## src/hw/scpb_consts.svh

```systemverilog
/*
 * Constants of the system control port: address, field positions and reset value.
 * Assumes inclusion by bare name from the package and the port module.
 */
`ifndef SCPB_CONSTS_SVH
`define SCPB_CONSTS_SVH

`define SCPB_IO_ADDR_W        16
`define SCPB_PORT_ADDR        16'h0061
`define SCPB_PORT_RESET       8'h20
`define SCPB_RW_MASK          8'h0f
`define SCPB_BIT_GATE         0
`define SCPB_BIT_SPKR_DATA    1
`define SCPB_BIT_PARITY_DIS   2
`define SCPB_BIT_CHCK_DIS     3
`define SCPB_BIT_REFRESH      4
`define SCPB_BIT_TIMER2       5
`define SCPB_BIT_CHCK         6
`define SCPB_BIT_PARITY_ERR   7
`define SCPB_REFRESH_US       15
`define SCPB_CLK_MHZ          250
`define SCPB_REFRESH_CYCLES   (`SCPB_REFRESH_US * `SCPB_CLK_MHZ)

`endif

```

## src/hw/scpb_pkg.sv

```systemverilog
/*
 * Types of the system control port.
 * Assumes the constants header is on the include path.
 */
`include "scpb_consts.svh"

package scpb_pkg;

   // One CPU I/O request; rd and wr are one-cycle strobes.
   typedef struct packed {
      logic [`SCPB_IO_ADDR_W-1:0] addr;
      logic                       rd;
      logic                       wr;
      logic [7:0]                 wdata;
   } scpb_io_req_t;

   // Software-written control bits, bits 0 to 3 of the port.
   typedef struct packed {
      logic chck_dis;
      logic parity_dis;
      logic spkr_data;
      logic gate;
   } scpb_ctrl_t;

endpackage

```

## src/hw/scpb_port.sv

```systemverilog
/*
 * System control port at I/O address 61h: timer 2 gate, speaker output,
 * refresh toggle, timer 2 readback and the parity and channel-check latches.
 * Assumes the I/O request, timer outputs, refresh pulse and parity error
 * come from logic on i_core_clk; the channel-check line is an external pin.
 */
`timescale 1ns/100ps

`include "scpb_consts.svh"

// How it works
// - Decode I/O address 61h for reads, writes.
// - Bits 0-3 read/write; bits 4-7 ignore writes.
// - Without local latches, bits 6,7 read zero.
// - Port holds 20h after hardware reset.
// - Bit 0 gates timer 2 count clock.
// - Gate low forces bit 5 to one.
// - Speaker is NAND of bit 1, bit 5.
// - Bit 2 set presets parity latch, disables checking.
// - Parity error sets latch; active-low fault output.
// - Block input stops parity latch from setting.
// - Bit 3 set clears channel-check latch unless pin low, disables NMI.
// - Channel-check pin sets latch; bit 6, NMI.
// - Bit 4 toggles on every refresh pulse while clock enable is high.
// - Bit 5 shows timer 2 output level.
// - Bit 7 reads one after a parity error.
module scpb_port
   import scpb_pkg::*;
#(
   parameter bit LOCAL_LATCHES = 1'b1  // Latch status shown in bits 6 and 7 of the port.
) (
   input  wire logic         i_core_clk,             // Core clock, 250 MHz.
   input  wire logic         i_arst_n,               // Asynchronous reset, active low.
   input  wire logic         i_clk_en,               // Clock enable; freezes all state when low.
   input  wire scpb_io_req_t i_io_req,               // CPU I/O request.
   input  wire logic         i_timer2_out,           // Timer channel 2 output level.
   input  wire logic         i_refresh_pulse,        // Refresh request pulse from timer 1.
   input  wire logic         i_parity_error,         // Local memory parity error pulse.
   input  wire logic         i_parity_block,         // Blocks parity errors from the latch.
   input  wire logic         i_chan_check_n,         // Bus channel-check pin, active low.
   output logic [7:0]        o_io_rdata,             // Read data.
   output logic              o_io_rdata_en,          // Read data valid, one cycle.
   output logic              o_tone_timer_gate,      // Gate to timer channel 2.
   output logic              o_speaker,              // Speaker signal.
   output logic              o_memory_parity_fault_n,// Parity latch to NMI logic, active low.
   output logic              o_chan_check_nmi_n      // Channel-check latch to NMI logic, active low.
);

   // Pin synchroniser for the channel-check line.
   logic       chk_meta_n;
   logic       chk_sync_n;
   logic       next_chk_meta_n;
   logic       next_chk_sync_n;

   // Reset image of the whole port; only the writable low nibble is stored,
   // the upper bits come back from live status when the port is read.
   localparam logic [7:0] PORT_RESET = `SCPB_PORT_RESET;

   // Registered state and next values.
   scpb_ctrl_t ctrl;
   scpb_ctrl_t next_ctrl;
   logic       refresh_tgl;
   logic       next_refresh_tgl;
   logic       parity_err;
   logic       next_parity_err;
   logic       chck_q;
   logic       next_chck_q;
   logic       chck_nmi_n;
   logic       next_chck_nmi_n;
   logic [7:0] rdata;
   logic [7:0] next_rdata;
   logic       rdata_en;
   logic       next_rdata_en;
   logic       speaker;
   logic       next_speaker;
   logic       parity_fault_n;
   logic       next_parity_fault_n;

   // Combinational helpers.
   logic       hit;
   logic       timer2_seen;
   logic [7:0] port_value;
   logic [7:0] wr_bits;

   // Pin synchroniser: only the second stage is read by the latch logic,
   // so a metastable first stage never reaches the status bits or NMI.
   // Both stages start at the idle level of the pin, so reset gives no
   // false channel-check event.
   always_comb begin
      next_chk_meta_n = i_chan_check_n;
      next_chk_sync_n = chk_meta_n;
   end

   always_ff @(posedge i_core_clk or negedge i_arst_n) begin
      if (!i_arst_n) begin
         chk_meta_n <= 1'b1;
         chk_sync_n <= 1'b1;
      end else if (i_clk_en) begin
         chk_meta_n <= next_chk_meta_n;
         chk_sync_n <= next_chk_sync_n;
      end
   end

   // Address decode and the status bits as software sees them.
   // The full address is compared, so no alias of the port answers.
   always_comb begin
      hit         = (i_io_req.addr == `SCPB_PORT_ADDR);
      timer2_seen = ctrl.gate ? i_timer2_out : 1'b1;
      port_value  = 8'h00;
      port_value[`SCPB_BIT_GATE]       = ctrl.gate;
      port_value[`SCPB_BIT_SPKR_DATA]  = ctrl.spkr_data;
      port_value[`SCPB_BIT_PARITY_DIS] = ctrl.parity_dis;
      port_value[`SCPB_BIT_CHCK_DIS]   = ctrl.chck_dis;
      port_value[`SCPB_BIT_REFRESH]    = refresh_tgl;
      port_value[`SCPB_BIT_TIMER2]     = timer2_seen;
      if (LOCAL_LATCHES) begin
         port_value[`SCPB_BIT_CHCK]       = chck_q;
         port_value[`SCPB_BIT_PARITY_ERR] = parity_err;
      end
   end

   // Control bits and the bus answer.
   always_comb begin
      next_ctrl     = ctrl;
      next_rdata    = rdata;
      next_rdata_en = 1'b0;
      wr_bits       = i_io_req.wdata & `SCPB_RW_MASK;
      // The read-only upper nibble is dropped here; a write never reaches it.
      if (hit && i_io_req.wr) begin
         next_ctrl = wr_bits[3:0];
      end
      // A read in the same cycle as a write returns the value before the write.
      if (hit && i_io_req.rd) begin
         next_rdata    = port_value;
         next_rdata_en = 1'b1;
      end
   end

   always_ff @(posedge i_core_clk or negedge i_arst_n) begin
      if (!i_arst_n) begin
         ctrl     <= PORT_RESET[3:0];
         rdata    <= 8'h00;
         rdata_en <= 1'b0;
      end else if (i_clk_en) begin
         ctrl     <= next_ctrl;
         rdata    <= next_rdata;
         rdata_en <= next_rdata_en;
      end
   end

   // Refresh toggle and speaker.
   // The toggle follows every refresh pulse taken with the clock enable high, whether or not bus refresh runs,
   // because software uses it as a coarse time base.
   // The speaker is registered so that the pin never glitches when the timer
   // output and the data bit change in the same cycle.
   always_comb begin
      next_refresh_tgl = refresh_tgl ^ i_refresh_pulse;
      next_speaker     = ~(ctrl.spkr_data & timer2_seen);
   end

   always_ff @(posedge i_core_clk or negedge i_arst_n) begin
      if (!i_arst_n) begin
         refresh_tgl <= 1'b0;
         speaker     <= 1'b1;
      end else if (i_clk_en) begin
         refresh_tgl <= next_refresh_tgl;
         speaker     <= next_speaker;
      end
   end

   // Parity latch: the disable bit acts as a preset that overrides any error.
   // Channel-check latch: the pin sets it and wins over the disable bit on Q,
   // while on the NMI side the disable bit wins over the pin, as a preset/clear flop.
   always_comb begin
      next_parity_err = parity_err;
      if (ctrl.parity_dis) begin
         next_parity_err = 1'b0;
      end else if (i_parity_error && !i_parity_block) begin
         next_parity_err = 1'b1;
      end
      next_chck_q = chck_q;
      if (!chk_sync_n) begin
         next_chck_q = 1'b1;
      end else if (ctrl.chck_dis) begin
         next_chck_q = 1'b0;
      end
      next_chck_nmi_n = ctrl.chck_dis | ~next_chck_q;
      // The NMI side of the parity latch is its own flop, so the pin carries
      // no logic after the register and cannot glitch.
      next_parity_fault_n = ~next_parity_err;
   end

   always_ff @(posedge i_core_clk or negedge i_arst_n) begin
      if (!i_arst_n) begin
         parity_err     <= 1'b0;
         parity_fault_n <= 1'b1;
         chck_q         <= 1'b0;
         chck_nmi_n     <= 1'b1;
      end else if (i_clk_en) begin
         parity_err     <= next_parity_err;
         parity_fault_n <= next_parity_fault_n;
         chck_q         <= next_chck_q;
         chck_nmi_n     <= next_chck_nmi_n;
      end
   end

   // Every output below is a register; this process only renames them.
   // The timer gate leaves the block as the stored bit itself, so the
   // external timer sees the new gate one cycle after the write is taken.

   always_comb begin
      o_io_rdata              = rdata;
      o_io_rdata_en           = rdata_en;
      o_tone_timer_gate       = ctrl.gate;
      o_speaker               = speaker;
      o_memory_parity_fault_n = parity_fault_n;
      o_chan_check_nmi_n      = chck_nmi_n;
   end

endmodule // scpb_port

```

## config.mk

```make
export PLATFORM = sky130hd
export DESIGN_NAME = scpb_port
export DESIGN_NICKNAME = d
export VERILOG_FILES = /design/src/hw/scpb_pkg.sv /design/src/hw/scpb_port.sv
export VERILOG_INCLUDE_DIRS = /design/src /design/src/hw
export SDC_FILE = /design/constraint.sdc
export NUM_CORES = 1
export LEC_CHECK = 0
export ABC_AREA = 0
export BUFFER_PORTS_ARGS = -buffer_cell sky130_fd_sc_hd__buf_2
export CAP_MARGIN = 20
export CORE_ASPECT_RATIO = 0.75
export CORE_MARGIN = 2
export CORE_UTILIZATION = 30
export DETAILED_ROUTE_END_ITERATION = 8
export MAX_ROUTING_LAYER = met4
export PLACE_DENSITY = 0.65
export SLEW_MARGIN = 15
export SYNTH_ARGS = -nofsm -noshare
export SYNTH_HDL_FRONTEND = slang
export SYNTH_SLANG_ARGS = --single-unit
```

## constraint.sdc

```tcl
create_clock -name i_core_clk -period 1.55 [get_ports i_core_clk]
set_clock_uncertainty 0.05 [all_clocks]
set_input_delay 0.0775 -clock i_core_clk [delete_from_list [all_inputs] [get_ports i_core_clk]]
set_output_delay 0.0775 -clock i_core_clk [all_outputs]
set_load 0.05 [all_outputs]
```

==> results.py <==
metrics = {
    "run_status": {
        "status": "finished, final reports clean",
    },
    "cells_and_area": {
        "final_nets": 149,
        "postLayoutCoreUtil_pct": 45.1,
        "antenna_cells": 0,
        "layout.area.seq_um2": 532,
        "finish.instance_area_um2": 1210,
        "fillers": 259,
        "drive_gt1_share_pct": 60.5,
        "multi_input_area_um2": 338,
        "areaGrowthSynthToFinish_pct": 39.2,
    },
    "setup_path": {
        "worstSetupPathType": "input pin to flip-flop",
        "crit_fanout": 9,
        "rrSetupSlack_ns": 0.65,
        "required_ns": 1.64,
        "cp-start-kind": "input pin",
        "critPathBufInv": 1,
        "crit_chain": "buf_2 -> or4_4 -> nor4_4 -> nand3_4 -> mux2_2",
        "critPathCaptureType": "flip-flop",
        "crit_path_top_delay_cell": "or4_4",
        "crit_path_max_incr_delay_ns": 0.53,
        "cp_top_family": "simple AND/OR/NAND/NOR gates",
        "worstPathArrival_ns": 1.55,
    },
    "global_route": {
        "overflow": 0,
        "antenna_found_initial": 0,
        "grt_pass1_wl_um": 3240,
        "grt_pass1_vias": 703,
        "grt_max_degree": 22,
        "track_usage_pct": 13.2,
    },
    "synthesis": {
        "seq_area_frac_synth_pct": 61.2,
        "ys_types": 20,
        "synth_fp_nets": 100,
        "synth_seq_cells": 21,
        "synth_top_area_cell": "dfrtp_1",
        "synthCells": 66,
        "synth_top_area_share_pct": 46.1,
        "yosysWarningCount": 0,
        "synth_area_um2": 868,
        "synthTopCellsByArea": "dfrtp_1 46%, mux2_2 18%, dfstp_2 15%, a21oi_1 2.9%, nor2_1 2.6%",
        "syn-mean-instance-area_um2": 13.2,
    },
    "timing": {
        "finalHoldViolCount": 0,
        "slew_viol_final": 0,
        "fmax_mhz": 687,
        "setup_tns_ns": 0,
        "setup_violations": 0,
        "rsz0062_at_grt": "no",
        "max_slew.worst_pin.slew_ns": 0.452,
        "period_share_pct": 94.0,
        "slew_headroom_pct": 69.9,
        "min_period_ns": 1.46,
        "worst_slack_ns": 0.0934,
    },
    "clock_tree": {
        "clk_pin_slew_ns": 0.07,
        "cts_sinks": 21,
        "cts_made_buffers": 3,
        "cts_root_buffer": "clkbuf_8",
        "postCtsSetupBuffers": 0,
        "tritoncts": "built",
        "htree_levels": 1,
        "insertion_delay_ns": 0.25,
        "clockBufferDepth": 2,
    },
    "pwr": {
        "powerDensity_nw_per_um2": 867,
        "power_uw": 1050,
        "vdd_ir_drop_max_v": 0.000488,
        "leakagePower_uw": 0.000629,
    },
    "place": {
        "dpl_worst_slack_ns": -0.242,
        "numPortBuffers": 42,
        "postPlaceCellArea_um2": 1130,
        "gp_congestion": 0.730,
        "dpl.hpwl_um": 1450,
    },
    "detailed_routing": {
        "wl_um": 1880,
        "drc": 0,
        "wire_per_inst_um": 12.5,
        "drt_pass1_iterations": 2,
        "drtIter0Drc": 22,
        "vias_per_cell": 4.45,
        "drtAntennaViolNets": 0,
        "num_vias": 668,
    },
    "hold_path": {
        "hp-class": "input pin to flip-flop",
    },
    "floorplan": {
        "chipWidth_um": 66.1,
        "num_rows": 16,
        "design.portCount": 47,
        "die_height_um": 50.6,
        "die-area_um2": 3350,
        "core_um2": 2680,
        "initial_core_util_pct": 32.4,
    },
    "flow_run": {
        "max_cap_viol_count": 0,
    },
}
## routing by layer
metal / share of wire (%) / wire [µm] / track usage (%)
met5: 0 / 0 / -
met4: 0 / 0 / 2.04
met2: 52 / 975 / 21.5
met3: 6.2 / 117 / 5.16
met1: 42 / 785 / 15.9
## cell families after synthesis
family | Yosys count | share of synthesized area, %
mux | 14 | 18.2
buf+inv | 4 | 1.73
simple gates | 18 | 13.1
compound gates | 8 | 4.76
xor+xnor | 1 | 1.01
flops | 21 | 61.2
## timing repair
item	4_1_cts	5_1_grt
endpoints found under the hold margin	16	1
hold buffers	1	1
gates resized for setup	0	2
setup endpoints to repair	0	8
## synth_stat cells (all sizes together)
library cell / instances
and3: 1
o21ai: 2
nor4: 2
nor2b: 1
a31oi: 1
mux2: 14
dfrtp: 16
xnor2: 1
nand4bb: 1
nand3: 2
a21oi: 5
dfstp: 5
inv: 3
nand2b: 1
nand2: 3
or4: 1
nor2: 6
clkbuf: 1
## metrics by stage
step	std cells	hold WS [ns]
after global routing	150	0.0119
after floorplan	66	-0.268
after CTS	149	0.000553
after detailed placement	144	0.00679
final	150	0.00485
after global placement	144	-0.000458
## sequential cells by signal (all words and copies together) (netlist names)
name	flops
parity_err	1
ctrl	3
o_memory_parity_fault_n	1
chk_meta_n	1
o_io_rdata_en	1
o_chan_check_nmi_n	1
o_io_rdata	8
refresh_tgl	1
chk_sync_n	1
o_tone_timer_gate	1
o_speaker	1
chck_q	1
## cell type report
cell class	count	share of cell area, %
Tap cell	36	3.73
Multi-Input combinational cell	41	28.0
Timing Repair Buffer	45	19.7
Clock buffer	4	3.73
Sequential cell	21	44.0
Inverter	3	0.932
## final timing paths
| kind | from | endpoint | cells after the start |
|---|---|---|---|
| min | i_io_req[1] | ctrl[1]$_DFFE_PN0P_ | 2 |
| max in group asynchronous | i_arst_n | o_chan_check_nmi_n$_DFFE_PN1P_ | 2 |
| min reg2reg | ctrl[1]$_DFFE_PN0P_ | o_speaker$_DFFE_PN1P_ | 1 |
| max | i_io_req[17] | o_io_rdata[3]$_DFFE_PN0P_ | 5 |
| min in group asynchronous | i_arst_n | o_io_rdata[4]$_DFFE_PN0P_ | 2 |
| max reg2reg | o_tone_timer_gate$_DFFE_PN0P_ | o_io_rdata[5]$_DFFE_PN0P_ | 2 |
## power by group
part	leakage [µW]	switching (µW)	internal (µW)	total [µW]
clock network	0.0000228	161	183	343
logic	0.000343	56.0	54.7	111
registers	0.000263	14.5	580	595
## layout by cell type, fill, tap and decap left out, types with 2 or more instances in the layout
master and n:
buf_2 42, dfstp_2 5, clkbuf_8 3, o21ai_0 2
nand2_1 3, inv_1 3, mux2_2 14, dlygate4sd3_1 2
dfrtp_1 16, a21oi_1 5, nor2_1 6
## worst register-to-register path, stage by stage (launching register included)
cell,delay [ns]
dfrtp_1,0.40
nand2b_1,0.09
mux2_2,0.26
(Power assumes the default switching activity.)
